$ cat config.mk
export PLATFORM = sky130hd
export DESIGN_NAME = rimx_top
export DESIGN_NICKNAME = d
export VERILOG_FILES = /design/src/pkg/rimx_pkg.sv /design/src/rtl/rimx_chan_irq.sv /design/src/rtl/rimx_meas.sv /design/src/rtl/rimx_top.sv
export SDC_FILE = /design/constraint.sdc
export NUM_CORES = 1
export LEC_CHECK = 0
export CAP_MARGIN = 20
export CORE_ASPECT_RATIO = 1.1
export CORE_MARGIN = 2
export CORE_UTILIZATION = 40
export DETAILED_ROUTE_END_ITERATION = 8
export DONT_BUFFER_PORTS = 1
export SLEW_MARGIN = 5
export SYNTH_ARGS = -nofsm -noshare
export SYNTH_HDL_FRONTEND = slang
export SYNTH_SLANG_ARGS = --single-unit
$ cat constraint.sdc
create_clock -name mclk -period 2.2 [get_ports mclk]
set_input_delay 0.66 -clock mclk [delete_from_list [all_inputs] [get_ports mclk]]
set_output_delay 0.66 -clock mclk [all_outputs]
set_load 0.01 [all_outputs]
$ cat src/pkg/rimx_pkg.sv
`default_nettype none
package rimx_pkg;
	////////////////////////////////////////////////////////////////////////////
	// register offsets
	localparam logic [7:0] RIMX_OFS_PENDING = 8'h1B;
	localparam logic [7:0] RIMX_OFS_MEAS_PENDING = 8'h1C;
	localparam logic [7:0] RIMX_OFS_LIVE = 8'h1D;
	localparam logic [7:0] RIMX_OFS_TOP_MASK = 8'h20;
	localparam logic [7:0] RIMX_OFS_CONV_MASK = 8'h22;
	localparam logic [7:0] RIMX_OFS_REG_MASK = 8'h23;
	localparam logic [7:0] RIMX_OFS_SELECT = 8'h24;
	localparam logic [7:0] RIMX_OFS_CUR_HIGH = 8'h25;
	localparam logic [7:0] RIMX_OFS_CUR_LOW = 8'h26;
	////////////////////////////////////////////////////////////////////////////
	// field positions inside both mask registers, then the top mask, select and result bits
	localparam int RIMX_BIT_OC0 = 0;
	localparam int RIMX_BIT_PG_VALID0 = 2;
	localparam int RIMX_BIT_PG_INVALID0 = 3;
	localparam int RIMX_BIT_OC1 = 4;
	localparam int RIMX_BIT_PG_VALID1 = 6;
	localparam int RIMX_BIT_PG_INVALID1 = 7;
	localparam int RIMX_BIT_MEAS_MASK = 0;
	localparam int RIMX_BIT_SELECT = 0;
	localparam int RIMX_BIT_CUR_MSB = 8;
	// reserved bits 5 and 1 of the mask registers read as zero
	localparam logic [7:0] RIMX_MASK_RESERVED = 8'h22;
	////////////////////////////////////////////////////////////////////////////
	// reset values and limits
	localparam logic [7:0] RIMX_SELECT_RST = 8'h00;
	localparam logic [8:0] RIMX_CUR_RST = 9'h000;
	localparam logic [8:0] RIMX_CUR_MAX = 9'h1FF;
	localparam logic [6:0] RIMX_DEV_ADDR_DEFAULT = 7'h60; // serial address, value arbitrary
	////////////////////////////////////////////////////////////////////////////
	// live detector outputs, one pair per rail
	typedef struct packed {
		logic reg1_overcurrent_live;
		logic reg1_pg_live;
		logic reg0_overcurrent_live;
		logic reg0_pg_live;
		logic conv1_overcurrent_live;
		logic conv1_pg_live;
		logic conv0_overcurrent_live;
		logic conv0_pg_live;
	} rimx_live_t;
	// converter phase configuration
	typedef struct packed {
		logic dual_phase;
		logic master_is_conv1;
	} rimx_cfg_t;
	// current sensing front end answer, 20 mA per count
	typedef struct packed {
		logic done;
		logic [8:0] conv1_cur;
		logic [8:0] conv0_cur;
	} rimx_adc_t;
	// nonvolatile mask defaults
	typedef struct packed {
		logic [7:0] conv_mask;
		logic [7:0] reg_mask;
		logic measure_ready_mask;
	} rimx_nv_t;
	// serial register port states
	typedef enum logic [3:0] {
		RIMX_IDLE, RIMX_DEV, RIMX_DEV_ACK, RIMX_REG, RIMX_REG_ACK,
		RIMX_WDATA, RIMX_WDATA_ACK, RIMX_RDATA, RIMX_RD_ACK, RIMX_RD_NEXT
	} rimx_i2c_st_t;
endpackage
`default_nettype wire

$ cat src/rtl/rimx_chan_irq.sv
`timescale 1ns/1ns
`default_nettype none
module rimx_chan_irq (
	input wire logic mclk, // system clock
	input wire logic rst, // synchronous reset, high
	input wire logic pg_live, // live power-good level
	input wire logic oc_live, // live current-limit level
	input wire logic pg_valid_mask, // 1 blocks power-good valid events
	input wire logic pg_invalid_mask, // 1 blocks power-good invalid events
	input wire logic oc_mask, // 1 blocks current-limit events
	input wire logic clr_pg, // clear power-good pending
	input wire logic clr_oc, // clear current-limit pending
	output logic pg_irq, // power-good pending
	output logic oc_irq // current-limit pending
);
	logic pg_prev;
	logic oc_prev;
	logic pg_event;
	logic oc_event;

	////////////////////////////////////////////////////////////////////////////
	// edge tracking; seeded from the level so a rail already good is no event
	always_ff @(posedge mclk) begin
		if (rst) begin
			pg_prev <= pg_live;
			oc_prev <= oc_live;
		end else begin
			pg_prev <= pg_live;
			oc_prev <= oc_live;
		end
	end

	// masks gate only the events, the live levels pass untouched
	assign pg_event = (pg_live & ~pg_prev & ~pg_valid_mask) |
		(~pg_live & pg_prev & ~pg_invalid_mask);
	assign oc_event = oc_live & ~oc_prev & ~oc_mask;

	// sticky pending; a new event beats a clear in the same cycle
	always_ff @(posedge mclk) begin
		if (rst) begin
			pg_irq <= 1'b0;
			oc_irq <= 1'b0;
		end else begin
			pg_irq <= pg_event | (pg_irq & ~clr_pg);
			oc_irq <= oc_event | (oc_irq & ~clr_oc);
		end
	end
endmodule // rimx_chan_irq
`default_nettype wire

$ cat src/rtl/rimx_meas.sv
`timescale 1ns/1ns
`default_nettype none
module rimx_meas (
	input wire logic mclk, // system clock
	input wire logic rst, // synchronous reset, high
	input wire logic start, // one-cycle start from a select write
	input wire logic sel_conv1, // 0 measures converter 0, 1 converter 1
	input wire rimx_pkg::rimx_cfg_t cfg, // phase configuration
	input wire rimx_pkg::rimx_adc_t adc, // front end answer
	output logic adc_req, // one-cycle request to the front end
	output logic busy, // measurement running
	output logic ready, // one-cycle result strobe
	output logic [8:0] result // result, 20 mA per count
);
	import rimx_pkg::*;

	logic which;

	// sum of both phases, held at full scale instead of wrapping
	function automatic logic [8:0] sat_sum(input logic [8:0] a, input logic [8:0] b);
		logic [9:0] s;
		s = {1'b0, a} + {1'b0, b};
		return s[9] ? RIMX_CUR_MAX : s[8:0];
	endfunction

	////////////////////////////////////////////////////////////////////////////
	// a fresh start always wins, even over a completing measurement
	always_ff @(posedge mclk) begin
		if (rst) begin
			adc_req <= 1'b0;
			busy <= 1'b0;
			ready <= 1'b0;
			which <= 1'b0;
			result <= RIMX_CUR_RST;
		end else begin
			adc_req <= start;
			ready <= 1'b0;
			if (start) begin
				busy <= 1'b1;
				which <= sel_conv1;
			end else if (busy && adc.done) begin
				busy <= 1'b0;
				ready <= 1'b1;
				if (cfg.dual_phase && (which == cfg.master_is_conv1))
					result <= sat_sum(adc.conv0_cur, adc.conv1_cur); // [RULE16]
				else
					result <= which ? adc.conv1_cur : adc.conv0_cur; // [RULE17]
			end
		end
	end
endmodule // rimx_meas
`default_nettype wire

$ cat src/rtl/rimx_top.sv
`timescale 1ns/1ns
`default_nettype none
// Behaviour
// [RULE1] conv mask bit 6 blocks conv1 good-rise events
// [RULE2] conv mask bit 4 blocks conv1 overcurrent events
// [RULE3] conv mask bit 3 blocks conv0 good-fall events
// [RULE4] conv mask bit 2 blocks conv0 good-rise events
// [RULE5] conv mask bit 0 blocks conv0 overcurrent events
// [RULE6] masks never alter live status bits
// [RULE7] mask bits 5 and 1 read zero
// [RULE8] reg mask bit 7 blocks reg1 good-fall events
// [RULE9] reg mask bit 6 blocks reg1 good-rise events
// [RULE10] reg mask bit 4 blocks reg1 overcurrent events
// [RULE11] reg mask bit 3 blocks reg0 good-fall events
// [RULE12] reg mask bit 2 blocks reg0 good-rise events
// [RULE13] reg mask bit 0 blocks reg0 overcurrent events
// [RULE14] select bit 0 picks converter; resets zero
// [RULE15] each select write starts a measurement
// [RULE16] master selected: report master plus slave current
// [RULE17] slave selected: report its own current
// [RULE18] finished measurement raises maskable ready interrupt
// [RULE19] nine-bit result split high bit, low byte
// [RULE20] mask defaults load from nonvolatile store
// [RULE21] interrupt pin active while unmasked pending remains
module rimx_top #(
	parameter logic [6:0] DEV_ADDR = rimx_pkg::RIMX_DEV_ADDR_DEFAULT // serial address
) (
	input wire logic mclk, // system clock, 10 MHz
	input wire logic rst, // synchronous reset, high
	input wire logic scl, // serial clock level
	input wire logic sda_in, // serial data level seen on the wire
	output logic sda_out, // serial data drive value, always low
	output logic sda_oe, // high while pulling data low
	input wire rimx_pkg::rimx_live_t live, // live detector levels
	input wire rimx_pkg::rimx_cfg_t cfg, // converter phase setup
	input wire rimx_pkg::rimx_adc_t adc, // current front end answer
	input wire rimx_pkg::rimx_nv_t nv, // nonvolatile mask defaults
	output logic meas_req, // one-cycle measurement request
	output logic irq_n // interrupt, active low
);
	import rimx_pkg::*;

	// serial port state and line history
	rimx_i2c_st_t st;
	logic scl_q;
	logic sda_q;
	logic scl_rise;
	logic scl_fall;
	logic start_cond;
	logic stop_cond;
	logic [2:0] cnt;
	logic [7:0] shreg;
	logic [7:0] txb;
	logic [7:0] ptr;
	logic [7:0] rd_byte;
	logic wr_stb;
	// register file and measurement hand-off
	logic [7:0] conv_mask;
	logic [7:0] reg_mask;
	logic measure_ready_mask;
	logic [7:0] select;
	logic meas_go;
	logic meas_ready;
	logic [8:0] meas_result;
	logic measure_ready_irq;
	logic [7:0] pend;
	logic [7:0] clr;
	logic [7:0] live_byte;
	logic [3:0] pgv_mask;
	logic [3:0] pgi_mask;
	logic [3:0] oc_mask;

	// write strobe aimed at one offset; strobe and pointer are arguments so
	// continuous assignments that call this see every input change
	function automatic logic wr_hit(input logic stb, input logic [7:0] p,
		input logic [7:0] ofs);
		return stb && (p == ofs);
	endfunction

	////////////////////////////////////////////////////////////////////////////
	// serial line sampling; lines idle high so reset to one
	always_ff @(posedge mclk) begin
		if (rst) begin
			scl_q <= 1'b1;
			sda_q <= 1'b1;
		end else begin
			scl_q <= scl;
			sda_q <= sda_in;
		end
	end

	// bus events; data edges with clock high are start and stop
	assign scl_rise = scl & ~scl_q;
	assign scl_fall = ~scl & scl_q;
	assign start_cond = scl & scl_q & sda_q & ~sda_in;
	assign stop_cond = scl & scl_q & ~sda_q & sda_in;

	////////////////////////////////////////////////////////////////////////////
	// byte engine of the serial port; acks are driven on falling clock edges
	// so data never changes while the clock is high
	always_ff @(posedge mclk) begin
		if (rst) begin
			st <= RIMX_IDLE;
			cnt <= 3'h0;
			shreg <= 8'h00;
			txb <= 8'h00;
			ptr <= 8'h00;
			sda_out <= 1'b0;
			sda_oe <= 1'b0;
			wr_stb <= 1'b0;
		end else begin
			sda_out <= 1'b0;
			wr_stb <= 1'b0;
			if (start_cond) begin
				// a repeated start also lands here
				st <= RIMX_DEV;
				cnt <= 3'h0;
				sda_oe <= 1'b0;
			end else if (stop_cond) begin
				st <= RIMX_IDLE;
				sda_oe <= 1'b0;
			end else begin
				case (st)
					// deaf until a start, even to our own address
					RIMX_IDLE: begin
						sda_oe <= 1'b0;
					end
					RIMX_DEV, RIMX_REG, RIMX_WDATA: begin
						// shift in msb first, eighth bit moves to the ack phase
						if (scl_rise) begin
							shreg <= {shreg[6:0], sda_in};
							cnt <= cnt + 3'h1;
							if (cnt == 3'h7) begin
								if (st == RIMX_DEV)
									st <= RIMX_DEV_ACK;
								else if (st == RIMX_REG)
									st <= RIMX_REG_ACK;
								else
									st <= RIMX_WDATA_ACK;
							end
						end
					end
					// first fall drives the ack, second fall ends it
					RIMX_DEV_ACK: begin
						if (scl_fall) begin
							if (!sda_oe) begin
								// foreign address: stay off the bus until next start
								if (shreg[7:1] == DEV_ADDR)
									sda_oe <= 1'b1;
								else
									st <= RIMX_IDLE;
							end else if (shreg[0]) begin
								// read: first byte comes from the current pointer
								st <= RIMX_RDATA;
								cnt <= 3'h0;
								sda_oe <= ~rd_byte[7];
								txb <= {rd_byte[6:0], 1'b0};
							end else begin
								st <= RIMX_REG;
								sda_oe <= 1'b0;
							end
						end
					end
					// pointer loads only once the ack has ended
					RIMX_REG_ACK: begin
						if (scl_fall) begin
							if (!sda_oe) begin
								sda_oe <= 1'b1;
							end else begin
								sda_oe <= 1'b0;
								ptr <= shreg;
								st <= RIMX_WDATA;
							end
						end
					end
					RIMX_WDATA_ACK: begin
						// commit during the ack, advance once it ends
						if (scl_fall) begin
							if (!sda_oe) begin
								sda_oe <= 1'b1;
								wr_stb <= 1'b1;
							end else begin
								sda_oe <= 1'b0;
								ptr <= ptr + 8'h01;
								st <= RIMX_WDATA;
							end
						end
					end
					// next bit goes out after each fall, never while clock high
					RIMX_RDATA: begin
						if (scl_rise) begin
							cnt <= cnt + 3'h1;
							if (cnt == 3'h7)
								st <= RIMX_RD_ACK;
						end else if (scl_fall) begin
							sda_oe <= ~txb[7];
							txb <= {txb[6:0], 1'b0};
						end
					end
					RIMX_RD_ACK: begin
						// release for the master's ack, a nack ends the burst
						if (scl_fall) begin
							sda_oe <= 1'b0;
						end else if (scl_rise) begin
							ptr <= ptr + 8'h01;
							st <= sda_in ? RIMX_IDLE : RIMX_RD_NEXT;
						end
					end
					// next byte starts at the fall after the master's ack
					RIMX_RD_NEXT: begin
						if (scl_fall) begin
							st <= RIMX_RDATA;
							cnt <= 3'h0;
							sda_oe <= ~rd_byte[7];
							txb <= {rd_byte[6:0], 1'b0};
						end
					end
					default: begin
						st <= RIMX_IDLE;
						sda_oe <= 1'b0;
					end
				endcase
			end
		end
	end

	////////////////////////////////////////////////////////////////////////////
	// mask registers; defaults come from the nonvolatile store, not constants
	always_ff @(posedge mclk) begin
		if (rst) begin
			conv_mask <= nv.conv_mask & ~RIMX_MASK_RESERVED; // [RULE20] [RULE7]
			reg_mask <= nv.reg_mask & ~RIMX_MASK_RESERVED; // [RULE20] [RULE7]
			measure_ready_mask <= nv.measure_ready_mask; // [RULE20]
		end else if (wr_stb) begin
			if (ptr == RIMX_OFS_CONV_MASK)
				conv_mask <= shreg & ~RIMX_MASK_RESERVED; // [RULE7]
			if (ptr == RIMX_OFS_REG_MASK)
				reg_mask <= shreg & ~RIMX_MASK_RESERVED; // [RULE7]
			// only bit 0 of the top mask byte is kept, the rest reads zero
			if (ptr == RIMX_OFS_TOP_MASK)
				measure_ready_mask <= shreg[RIMX_BIT_MEAS_MASK];
		end
	end

	// measurement select; every write restarts, even with the same value
	always_ff @(posedge mclk) begin
		if (rst) begin
			select <= RIMX_SELECT_RST; // [RULE14]
			meas_go <= 1'b0;
		end else begin
			meas_go <= wr_hit(wr_stb, ptr, RIMX_OFS_SELECT); // [RULE15]
			if (wr_hit(wr_stb, ptr, RIMX_OFS_SELECT))
				select <= shreg;
		end
	end

	////////////////////////////////////////////////////////////////////////////
	// per-rail mask vectors, index 0/1 converters, 2/3 regulators
	assign pgv_mask[0] = conv_mask[RIMX_BIT_PG_VALID0]; // [RULE4]
	assign pgi_mask[0] = conv_mask[RIMX_BIT_PG_INVALID0]; // [RULE3]
	assign oc_mask[0] = conv_mask[RIMX_BIT_OC0]; // [RULE5]
	assign pgv_mask[1] = conv_mask[RIMX_BIT_PG_VALID1]; // [RULE1]
	assign pgi_mask[1] = conv_mask[RIMX_BIT_PG_INVALID1];
	assign oc_mask[1] = conv_mask[RIMX_BIT_OC1]; // [RULE2]
	assign pgv_mask[2] = reg_mask[RIMX_BIT_PG_VALID0]; // [RULE12]
	assign pgi_mask[2] = reg_mask[RIMX_BIT_PG_INVALID0]; // [RULE11]
	assign oc_mask[2] = reg_mask[RIMX_BIT_OC0]; // [RULE13]
	assign pgv_mask[3] = reg_mask[RIMX_BIT_PG_VALID1]; // [RULE9]
	assign pgi_mask[3] = reg_mask[RIMX_BIT_PG_INVALID1]; // [RULE8]
	assign oc_mask[3] = reg_mask[RIMX_BIT_OC1]; // [RULE10]

	// live byte goes straight to the reader, masks never touch it
	assign live_byte = live; // [RULE6]
	// write one to clear the pending byte
	assign clr = wr_hit(wr_stb, ptr, RIMX_OFS_PENDING) ? shreg : 8'h00;

	// one event tracker per rail; pending byte shares the live byte layout
	for (genvar i = 0; i < 4; i++) begin : g_rail
		rimx_chan_irq u_chan (
			.mclk(mclk),
			.rst(rst),
			.pg_live(live_byte[2*i]),
			.oc_live(live_byte[2*i+1]),
			.pg_valid_mask(pgv_mask[i]),
			.pg_invalid_mask(pgi_mask[i]),
			.oc_mask(oc_mask[i]),
			.clr_pg(clr[2*i]),
			.clr_oc(clr[2*i+1]),
			.pg_irq(pend[2*i]),
			.oc_irq(pend[2*i+1])
		);
	end

	////////////////////////////////////////////////////////////////////////////
	// load current measurement
	rimx_meas u_meas (
		.mclk(mclk),
		.rst(rst),
		.start(meas_go), // [RULE15]
		.sel_conv1(select[RIMX_BIT_SELECT]), // [RULE14]
		.cfg(cfg),
		.adc(adc),
		.adc_req(meas_req),
		.busy(), // running state only matters inside the engine
		.ready(meas_ready),
		.result(meas_result)
	);

	// ready pending; the top-level mask stops it being raised at all
	always_ff @(posedge mclk) begin
		if (rst) begin
			measure_ready_irq <= 1'b0;
		end else begin
			measure_ready_irq <= (meas_ready & ~measure_ready_mask) | // [RULE18]
				(measure_ready_irq & ~(wr_hit(wr_stb, ptr, RIMX_OFS_MEAS_PENDING) &&
				shreg[RIMX_BIT_MEAS_MASK]));
		end
	end

	////////////////////////////////////////////////////////////////////////////
	// interrupt pin; pending bits were gated by their masks when raised
	// so a later unmask never raises the pin for an old event
	always_ff @(posedge mclk) begin
		if (rst)
			irq_n <= 1'b1;
		else
			irq_n <= ~((|pend) | measure_ready_irq); // [RULE21]
	end

	// register read mux; unmapped offsets read zero
	// no shadow copy of the result: read high then low in one burst
	always_comb begin
		case (ptr)
			RIMX_OFS_PENDING: rd_byte = pend;
			RIMX_OFS_MEAS_PENDING: rd_byte = {7'h00, measure_ready_irq};
			RIMX_OFS_LIVE: rd_byte = live_byte; // [RULE6]
			RIMX_OFS_TOP_MASK: rd_byte = {7'h00, measure_ready_mask};
			RIMX_OFS_CONV_MASK: rd_byte = conv_mask;
			RIMX_OFS_REG_MASK: rd_byte = reg_mask;
			RIMX_OFS_SELECT: rd_byte = select;
			RIMX_OFS_CUR_HIGH: rd_byte = {7'h00, meas_result[RIMX_BIT_CUR_MSB]}; // [RULE19]
			RIMX_OFS_CUR_LOW: rd_byte = meas_result[7:0]; // [RULE19]
			default: rd_byte = 8'h00;
		endcase
	end
endmodule // rimx_top
`default_nettype wire

==> qor.yml, run 1 <==
drt:
  drcViolationCount: 0
  ant_nets: 0
  totalWireLength_um: 13040
  dr.first_iter.drc_count: 278
  via_per_inst: 5.869
  routedWlPerCell_um: 17.27
  dr.max_layer_used: "met4"
  drtPass1Iterations: 5
  dr_wl_met3_um: 715
  route.met2.wl_um: 6218
  dr_total_vias: 4431
  wl_met1_um: 5791
pwr:
  p_leak_uw: 0.002233
  powerDensity_mw_per_mm2: 702.1
  intPower_uw: 2871
  seq_power_share_pct: 44.8
  p_sw_share_pct: 26.59
  power_frac_comb_pct: 16.4
  p_sw_uw: 1040
  max-vdd-ir-drop_mv: 0.5961
  power_frac_clock_pct: 38.8
sta:
  rsz0062_at_grt: "false"
  finalHoldViolCount: 0
  finalCriticalPeriod_ns: 2.050
  worst_pin_slew_ns: 0.7181
  timing.final.crit_share_pct: 93.17
  clock_skew_ns: 0.005809
  drv_slew: 0
  setup_ws_ns: 0.1503
  setup_viol: 0
  fmax_mhz: 487.9
  slew_headroom_pct: 52.13
critical_path:
  r2r-end: "txb[1]"
  crit_required_ns: 2.42
  worstSetupEndpointType: "flip-flop"
  critPathMaxStageDelay_ns: 0.41
  worstPathArrival_ns: 2.27
  startpoint: "ptr[0]"
  start_kind: "flip-flop"
  critPathKind: "flip-flop to flip-flop"
  cp_max_fo: 9
  slowest_stage: "dfxtp_1"
  r2r_setup_slack_ns: 0.15
  rr_startpoint: "ptr[0]"
  reg2reg_depth: 8
  path_cells: "inv_1, ha_1, buf_4, a222oi_1, mux2i_1, and2_1, o211ai_1, a21oi_1"
clock_network:
  cts_buffers: 9
  clock-sinks: 87
  root_buffer: "clkbuf_16"
  cts_buffer_depth: 2
  cts_htree_levels: 3
  cts_setup_buffers: 0
  cts_resized: 0
  clk_pin_slew_ns: 0.06
  clkLatencyLatePin_ns: 0.34
  cts_tree: "yes"
  hold_buffers: 0
global_routing:
  antenna_found_initial: 0
  grt_usage_pct: 20.40
  grt_pass1_wl_um: 21200
  overflow: 0
  grt_pass1_vias: 4290
  grt_max_degree: 65
finish:
  diodes: 0
  final_util_pct: 46.29
  nNetsFinal: 662
  layout-drive-gt1-share_pct: 10.98
  area_growth_syn_to_layout_pct: 13.31
status:
  status: "finished clean"
logic_synthesis:
  yosysMostFrequentCell: "dfxtp_1"
  synth_edf_count: 13
  yosysWarnings: 0
  yosysTopAreaCellShare_pct: 30.13
  ys_async_sr_fraction_pct: 0
  synth_seq_area_share_pct: 38.08
  synth_top_cell_by_area: "dfxtp_1"
  synth-main-ff-cell: "dfxtp_1"
  syn_nets: 643
  syn_area_per_cell_sq_um: 8.520
  synth_area_leaders: "dfxtp_1 (30%), edfxtp_1 (7.9%), mux2i_1 (6.7%)"
  syn_inst: 577
  synth_cell_types: 78
  synth.top_cells.by_count: "dfxtp_1 (74), nand2_1 (62), nor2_1 (51), a21oi_1 (44), mux2i_1 (33)"
  ys_ff_latch: 87
  synth_area_sq_mm: 0.004916
worst_hold_path:
  hold_start: "live[2]"
  hold_path.class: "input pin to flip-flop"
  hold_end: "g_rail[1].u_chan.pg_prev"
  min_path_cells: 0
floorplanning:
  dieArea_sq_mm: 0.01319
  start_util_pct: 40.85
  core-area_sq_mm: 0.01203
  die_width_um: 109.7
  die_h_um: 120.3
  top_level_ports: 54
  row_count: 42
placement:
  port_buffers: 0
  place_ws_ns: -0.1458
  dp.final_hpwl_um: 9413
  gp_congestion: 0.9337
run:
  maxCapViolCount: 0
## per-layer routing
layer | vias to the layer above | global-route usage, %
li1 | 2174 | -
met1 | 2094 | 25.85
met2 | 138 | 34.07
met3 | 25 | 4.744
met4 | 0 | 6.408
met5 | - | 0
## critical path: cells and delay by family, from the launching register on
kind / cells / cell delay, ns
adder cells (fa/ha/maj): 1 / 0.32
AO/OA/AOI/OAI: 3 / 0.59
flip-flops: 1 / 0.41
buffers and inverters: 2 / 0.33
multiplexers: 1 / 0.11
AND/OR/NAND/NOR: 1 / 0.17
## worst max-delay path by stage
stage / endpoint / slack, ns / cells past startpoint
global route: g_rail[0].u_chan.pg_irq / 0.04 / 6
global placement: u_meas.result[6] / -0.08 / 7
floorplan: u_meas.result[4] / 0.01 / 6
detailed placement: u_meas.result[6] / -0.15 / 7
finish: txb[1] / 0.15 / 8
CTS: txb[1] / 0.19 / 8
## power groups by stage
stage | Sequential (uW) | Combinational, uW | Clock (uW)
after floorplan | 1750 | 512 | 0
after global placement | 1780 | 623 | 0
after detailed placement | 1780 | 634 | 0
after CTS | 1750 | 636 | 1540
after global routing | 1760 | 717 | 1600
final | 1750 | 642 | 1520
## flip-flops by register name, indices dropped and copies added (netlist names), 6 cells and up
register and count:
conv_mask 6, ptr 8, reg_mask 6, select 8
shreg 8, txb 7, u_meas.result 9
## cells in the final DEF, fill, tap and decap left out, types with 6 or more instances in the layout
master,n
nor2_1,51
a21oi_1,44
edfxtp_1,13
a211oi_1,6
mux2i_1,33
dfxtp_1,74
nand3_1,16
nor2b_1,6
inv_1,27
nor3_1,14
ha_1,15
a22oi_1,20
nand2b_1,9
clkbuf_16,9
buf_4,38
o22ai_1,6
o21ai_1,12
a21o_1,7
a221oi_1,15
nand2_1,62
o21ai_0,18
## layout make-up
type / instances / area (sq um)
fill: 1155 / 6464
multi-input combinational: 432 / 2821
sequential: 87 / 1872
timing repair buffer: 38 / 285.3
clock buffer: 13 / 250.2
tap: 154 / 192.7
inverter: 28 / 105.1
clock inverter: 3 / 43.79
## stage by stage
stage	cells	total power [uW]	setup TNS (ns)	area [sq um]	hold slack, ns
final	755	3911	0	5570	0.3450
after global routing	755	4079	0	5570	0.3311
after CTS	755	3921	0	5570	0.3381
after detailed placement	739	2416	-0.9338	5276	0.4405
after global placement	739	2402	-0.4743	5276	0.4380
after floorplan	577	2262	0	4923	0.4267
## logic make-up (layout without fill, tap and decap cells)
| logic type | after synthesis | count (layout) | synth area share, % |
|---|---|---|---|
| other | 1 | 1 | 0.07628 |
| multiplexers | 34 | 34 | 6.948 |
| adder cells (fa/ha/maj) | 16 | 16 | 4.225 |
| XOR/XNOR | 3 | 3 | 0.5346 |
| buffers and inverters | 58 | 82 | 4.683 |
| flip-flops | 87 | 87 | 38.08 |
| AO/OA/AOI/OAI | 176 | 176 | 25.12 |
| AND/OR/NAND/NOR | 202 | 202 | 20.34 |
Note: power is estimated with default switching activity, not from simulation.
==> run 2: changes to the inputs <==
--- a/config.mk
+++ b/config.mk
@@ -6,11 +6,14 @@
 export NUM_CORES = 1
 export LEC_CHECK = 0
 export CAP_MARGIN = 20
+export CELL_PAD_IN_SITES_DETAIL_PLACEMENT = 1
+export CELL_PAD_IN_SITES_GLOBAL_PLACEMENT = 1
 export CORE_ASPECT_RATIO = 1.1
 export CORE_MARGIN = 2
 export CORE_UTILIZATION = 40
 export DETAILED_ROUTE_END_ITERATION = 8
 export DONT_BUFFER_PORTS = 1
+export PLACE_DENSITY_LB_ADDON = 0.1
 export SLEW_MARGIN = 5
 export SYNTH_ARGS = -nofsm -noshare
 export SYNTH_HDL_FRONTEND = slang
==> run 2 against run 1 <==
Fmax decreased by 2.7%; final cell count up 0.40%; clock-buffer cell count increased by 1; register-to-register slack worse by 0.06 ns; first-iteration DRC count down 6.1%; flip-flop and latch count is the same; hold slack got worse by 0.0062 ns.
==> qor.yml, run 2 (synthesized netlist as in run 1, its figures left out) <==
pwr:
  p_leak_uw: 0.002250  # was 0.002233 uW
  power_frac_clock_pct: 37.1  # was 38.8%
  power_uw: 3857  # was 3911 uW
  p_sw_share_pct: 27.73  # was 26.59%
  seq_power_share_pct: 45.4  # was 44.8%
  p_sw_uw: 1070  # was 1040 uW
  max-vdd-ir-drop_mv: 0.4402  # was 0.5961 mV
  power_frac_comb_pct: 17.5  # was 16.4%
  powerDensity_mw_per_mm2: 688.3  # was 702.1 mW/mm^2
  intPower_uw: 2787  # was 2871 uW
drt:
  dr.max_layer_used: "met4"  # unchanged
  via_per_inst: 5.983  # was 5.869
  drcViolationCount: 0  # unchanged
  wl_met1_um: 6798  # was 5791 um
  dr_wl_met3_um: 463  # was 715 um
  drtPass1Iterations: 4  # was 5
  ant_nets: 0  # unchanged
  totalWireLength_um: 15340  # was 13040 um
  dr_total_vias: 4535  # was 4431
  dr.first_iter.drc_count: 261  # was 278
  route.met2.wl_um: 7831  # was 6218 um
  routedWlPerCell_um: 20.23  # was 17.27 um
finish:
  final_common_cell: "dfxtp_1"  # unchanged
  multi_input_area_sq_mm: 0.002838  # was 0.002821 sq mm
  largest_reg_flops: 9  # unchanged
  diodes: 0  # unchanged
  fill_cells: 1408  # was 1155
  largest-register: "u_meas.result"  # unchanged
  nNetsFinal: 666  # was 662
  most-common-layout-cells: "dfxtp_1 (74), nand2_1 (62), nor2_1 (51)"  # unchanged
  regArea_sq_mm: 0.001872  # unchanged
  layout-drive-gt1-share_pct: 12.09  # was 10.98%
  area_growth_syn_to_layout_pct: 14.00  # was 13.31%
critical_path:
  cp_top_family: "simple AND/OR/NAND/NOR gates"  # was compound AO/OA/AOI/OAI gates
  startpoint: "ptr[5]"  # was ptr[0]
  critPathKind: "flip-flop to flip-flop"  # unchanged
  cp_max_fo: 9  # unchanged
  critPathMaxStageDelay_ns: 0.52  # was 0.41 ns
  crit_buf_inv: 0  # was 2
  path_cells: "or3b_4, nor3_4, nand3_1, nand2_1"  # was inv_1, ha_1, buf_4, a222oi_1, mux2i_1, and2_1, o211ai_1, a21oi_1
  crit_required_ns: 2.20  # was 2.42 ns
  worstSetupEndpointType: "flip-flop"  # unchanged
  rr_startpoint: "ptr[5]"  # was ptr[0]
  worstPathArrival_ns: 2.11  # was 2.27 ns
  start_kind: "flip-flop"  # unchanged
  slowest_stage: "dfxtp_1"  # unchanged
clock_network:
  cts_setup_buffers: 0  # unchanged
  hold_buffers: 0  # unchanged
  clkLatencyLatePin_ns: 0.34  # about the same
  cts_tree: "yes"  # unchanged
  clock-sinks: 87  # unchanged
  cts_buffer_depth: 2  # unchanged
  cts_resized: 0  # unchanged
  cts_buffers: 9  # unchanged
  cts_htree_levels: 3  # unchanged
  root_buffer: "clkbuf_16"  # unchanged
  clk_pin_slew_ns: 0.06  # about the same
run:
  maxCapViolCount: 0  # unchanged
global_routing:
  antenna_found_initial: 0  # unchanged
  grt_pass1_vias: 4667  # was 4290
  grt_max_degree: 65  # unchanged
  overflow: 0  # unchanged
  grt_usage_pct: 24.67  # was 20.40%
  grt_pass1_wl_um: 24810  # was 21200 um
sta:
  worst_pin_slew_ns: 0.6881  # was 0.7181 ns
  setup_viol: 0  # unchanged
  slew_headroom_pct: 54.12  # was 52.13%
  fmax_mhz: 474.6  # was 487.9 MHz
  finalCriticalPeriod_ns: 2.107  # was 2.050 ns
  clock_skew_ns: 0.005499  # was 0.005809 ns
  whs_ns: 0.3387  # was 0.3450 ns
  timing.final.crit_share_pct: 95.77  # was 93.17%
  finalHoldViolCount: 0  # unchanged
  drv_slew: 0  # unchanged
floorplanning:
  die_width_um: 109.7  # unchanged
  start_util_pct: 40.85  # unchanged
  dieArea_sq_mm: 0.01319  # unchanged
  core-area_sq_mm: 0.01203  # unchanged
  die_h_um: 120.3  # unchanged
  row_count: 42  # unchanged
  top_level_ports: 54  # unchanged
placement:
  port_buffers: 0  # unchanged
  dp.final_hpwl_um: 11370  # was 9413 um
  gp_congestion: 0.9165  # was 0.9337
status:
  status: "finished clean"  # unchanged
worst_hold_path:
  hold_start: "live[2]"  # unchanged
  hold_path.class: "input pin to flip-flop"  # unchanged
## run 2: cell types whose count changed in the layout (fill, tap and decap cells not counted), sizes merged
cell    change
clkbuf      +1
clkinv      -1
bufinv      -1
buf         +4
## run 2: worst register-to-register path: cells and delay by family, from the launching register on
| kind | cells | cell delay [ns] |
|---|---|---|
| DFF | 1 | 0.52 |
| and+or+nand+nor | 4 | 1.26 |
## run 2: cell type report
type	instances	share of cell area, %
clock inverters	1	0.08931
clock buffers	14	4.711
repair buffers	42	5.850
multi-input cells	432	50.64
inverters	28	1.875
well taps	154	3.438
flip-flops and latches	87	33.40
## run 2: stage by stage
stage               instances  setup TNS (ns)  cell area [sq um]  worst slack (ns)  util, %
floorplan                 577               0               4923           0.01093        -
global placement          743         -0.5544               5319          -0.08351    44.20
detailed placement        743          -1.356               5319           -0.2029    44.20
CTS                       758               0               5588           0.06711    46.43
global route              758        -0.01446               5604          -0.01446    46.57
finish                    758               0               5604           0.09315    46.57
## run 2: worst paths after layout
| kind | endpoint | slack (ns) | depth (start not counted) |
|---|---|---|---|
| hold reg to reg | cnt[2] | 0.46 | 2 |
| setup / recovery | conv_mask[0] | 0.09 | 4 |
| hold / removal | g_rail[1].u_chan.pg_prev | 0.34 | 0 |
| setup reg to reg | conv_mask[0] | 0.09 | 4 |
## run 2: power groups by stage
stage                     clock network (uW)  logic (uW)  registers (uW)
after global routing                    1550         751            1760
after CTS                               1470         672            1750
after global placement                     0         640            1780
after floorplan                            0         512            1750
final                                   1430         675            1750
after detailed placement                   0         669            1790
## run 2: per-layer routing
metal	global-route usage, %	vias to the layer above
met5	0	-
met4	8.070	0
met3	3.235	18
met2	42.48	81
met1	31.55	2258
li1	-	2178
==> run 3: changes to the inputs <==
==> constraint.sdc (replaced) <==
create_clock -name mclk -period 2.6 [get_ports mclk]
set_input_delay 0.78 -clock mclk [delete_from_list [all_inputs] [get_ports mclk]]
set_output_delay 0.78 -clock mclk [all_outputs]
set_load 0.01 [all_outputs]
==> run 3 against run 2 <==
Wire length fell by 4.1%; design area fell by 2.7%; fmax down 4.9%; register-to-register slack improved by 0.29 ns; critical endpoint is now sda_oe; largest cell class unchanged; largest power group unchanged.
==> qor.yml, run 3 (synthesized netlist as in run 1, its figures left out) <==
status:
  status: "finished clean"  # unchanged
critical_path:
  startpoint: "ptr[0]"  # was ptr[5]
  worstPathArrival_ns: 2.45  # was 2.11 ns
  r2r-end: "sda_oe"  # was conv_mask[0]
  critPathKind: "flip-flop to flip-flop"  # unchanged
  reg2reg_depth: 6  # was 4
  r2r_setup_slack_ns: 0.38  # was 0.09 ns
  start_kind: "flip-flop"  # unchanged
  cp_max_fo: 15  # was 9
  rr_startpoint: "ptr[0]"  # was ptr[5]
  crit_required_ns: 2.84  # was 2.20 ns
  worstSetupEndpointType: "flip-flop"  # unchanged
pwr:
  p_leak_uw: 0.002153  # was 0.002250 uW
  powerDensity_mw_per_mm2: 625.0  # was 688.3 mW/mm^2
  power_frac_clock_pct: 40.8  # was 37.1%
  max-vdd-ir-drop_mv: 0.3308  # was 0.4402 mV
  power_frac_comb_pct: 16.3  # was 17.5%
  p_sw_uw: 927.3  # was 1070 uW
  intPower_uw: 2482  # was 2787 uW
  seq_power_share_pct: 42.9  # was 45.4%
  p_sw_share_pct: 27.20  # was 27.73%
drt:
  dr.first_iter.drc_count: 229  # was 261
  ant_nets: 0  # unchanged
  totalWireLength_um: 14700  # was 15340 um
  via_per_inst: 5.977  # was 5.983
  routedWlPerCell_um: 19.92  # was 20.23 um
  drcViolationCount: 0  # unchanged
  drtPass1Iterations: 4  # unchanged
  dr_total_vias: 4411  # was 4535
clock_network:
  clk_pin_slew_ns: 0.07  # was 0.06 ns
  clock-sinks: 87  # unchanged
  root_buffer: "clkbuf_16"  # unchanged
  cts_buffer_depth: 2  # unchanged
  cts_resized: 0  # unchanged
  cts_buffers: 9  # unchanged
  hold_buffers: 0  # unchanged
  cts_setup_buffers: 0  # unchanged
  clkLatencyLatePin_ns: 0.34  # about the same
  cts_htree_levels: 3  # unchanged
  cts_tree: "yes"  # unchanged
finish:
  fill_cells: 1421  # was 1408
  final_common_cell: "dfxtp_1"  # unchanged
  layout-drive-gt1-share_pct: 8.390  # was 12.09%
  most-common-layout-cells: "dfxtp_1 (74), nand2_1 (62), nor2_1 (51)"  # unchanged
  diodes: 0  # unchanged
  nNetsFinal: 645  # was 666
  area_growth_syn_to_layout_pct: 10.97  # was 14.00%
  largest-register: "u_meas.result"  # unchanged
  largest_reg_flops: 9  # unchanged
  final_area_sq_mm: 0.005455  # was 0.005604 sq mm
floorplanning:
  core-area_sq_mm: 0.01203  # unchanged
  start_util_pct: 40.85  # unchanged
  top_level_ports: 54  # unchanged
  dieArea_sq_mm: 0.01319  # unchanged
  die_h_um: 120.3  # unchanged
  die_width_um: 109.7  # unchanged
  row_count: 42  # unchanged
worst_hold_path:
  hold_end: "g_rail[0].u_chan.pg_prev"  # was g_rail[1].u_chan.pg_prev
  hold_path.class: "input pin to flip-flop"  # unchanged
  hold_start: "live[0]"  # was live[2]
  min_path_cells: 0  # unchanged
global_routing:
  antenna_found_initial: 0  # unchanged
  grt_usage_pct: 23.52  # was 24.67%
  grt_pass1_vias: 4508  # was 4667
  grt_max_degree: 65  # unchanged
  grt_pass1_wl_um: 23740  # was 24810 um
  overflow: 0  # unchanged
run:
  maxCapViolCount: 0  # unchanged
sta:
  setup_viol: 0  # unchanged
  timing.final.crit_share_pct: 85.24  # was 95.77%
  finalCriticalPeriod_ns: 2.216  # was 2.107 ns
  clock_skew_ns: 0.009198  # was 0.005499 ns
  drv_slew: 0  # unchanged
  slew_headroom_pct: 54.20  # was 54.12%
  fmax_mhz: 451.2  # was 474.6 MHz
  worst_pin_slew_ns: 0.6870  # was 0.6881 ns
  finalHoldViolCount: 0  # unchanged
  finalSetupTns_ns: 0  # unchanged
  rsz0062_at_grt: "false"
placement:
  gp_congestion: 0.8595  # was 0.9165
  port_buffers: 0  # unchanged
  place_area_sq_mm: 0.005141  # was 0.005319 sq mm
  dp.final_hpwl_um: 10750  # was 11370 um
==> run 3: metal layers <==
| metal | vias to the layer above | global-route usage [%] | wire [um] | share of wire (%) |
|---|---|---|---|---|
| li1 | 2140 | - | - | - |
| met1 | 2153 | 31.02 | 6546 | 45 |
| met2 | 94 | 38.70 | 7209 | 49 |
| met3 | 24 | 3.396 | 581 | 4.0 |
| met4 | 0 | 8.782 | 365 | 2.5 |
| met5 | - | 0 | 0 | 0 |
==> run 3: worst max-delay path by stage <==
stage                                   to  slack, ns  depth (start not counted)
final                               sda_oe       0.38                          6
after floorplan           u_meas.result[4]       0.19                          6
after global routing                txb[6]       0.12                          7
after detailed placement  u_meas.result[4]       0.15                          7
after CTS                           txb[3]       0.36                          7
after global placement    u_meas.result[1]       0.21                          7
==> run 3: critical path: stages, from the launching register on <==
cell	delay, ns
dfxtp_1	0.37
inv_1	0.15
ha_1	0.60
nand3_1	0.24
o32ai_1	0.38
nor3_1	0.12
o31a_1	0.24
==> run 3: power groups by stage <==
| stage | Combinational, uW | Sequential (uW) | Clock (uW) |
|---|---|---|---|
| after floorplan | 432 | 1480 | 0 |
| after global placement | 537 | 1490 | 0 |
| after detailed placement | 555 | 1490 | 0 |
| after CTS | 557 | 1460 | 1420 |
| after global routing | 625 | 1470 | 1480 |
| final | 557 | 1460 | 1390 |
==> run 3: layout make-up <==
cell class | count | area, sq um | share of cell area [%]
Clock buffer | 10 | 229.0 | 4.197
Clock inverter | 6 | 85.08 | 1.560
Inverter | 28 | 105.1 | 1.927
Multi-Input combinational cell | 432 | 2814 | 51.58
Sequential cell | 87 | 1872 | 34.31
Tap cell | 154 | 192.7 | 3.532
Timing Repair Buffer | 21 | 157.7 | 2.890
==> run 3: metrics by stage <==
| step | cells | hold WS (ns) | util, % | worst slack (ns) | power, uW |
|---|---|---|---|---|---|
| after global routing | 738 | 0.4433 | 45.33 | 0.1170 | 3577 |
| after floorplan | 577 | 0.4267 | - | 0.1941 | 1912 |
| after global placement | 722 | 0.4384 | 42.72 | 0.2062 | 2025 |
| final | 738 | 0.4541 | 45.33 | 0.3837 | 3410 |
| after detailed placement | 722 | 0.4459 | 42.72 | 0.1509 | 2045 |
| after CTS | 738 | 0.4443 | 45.33 | 0.3625 | 3441 |
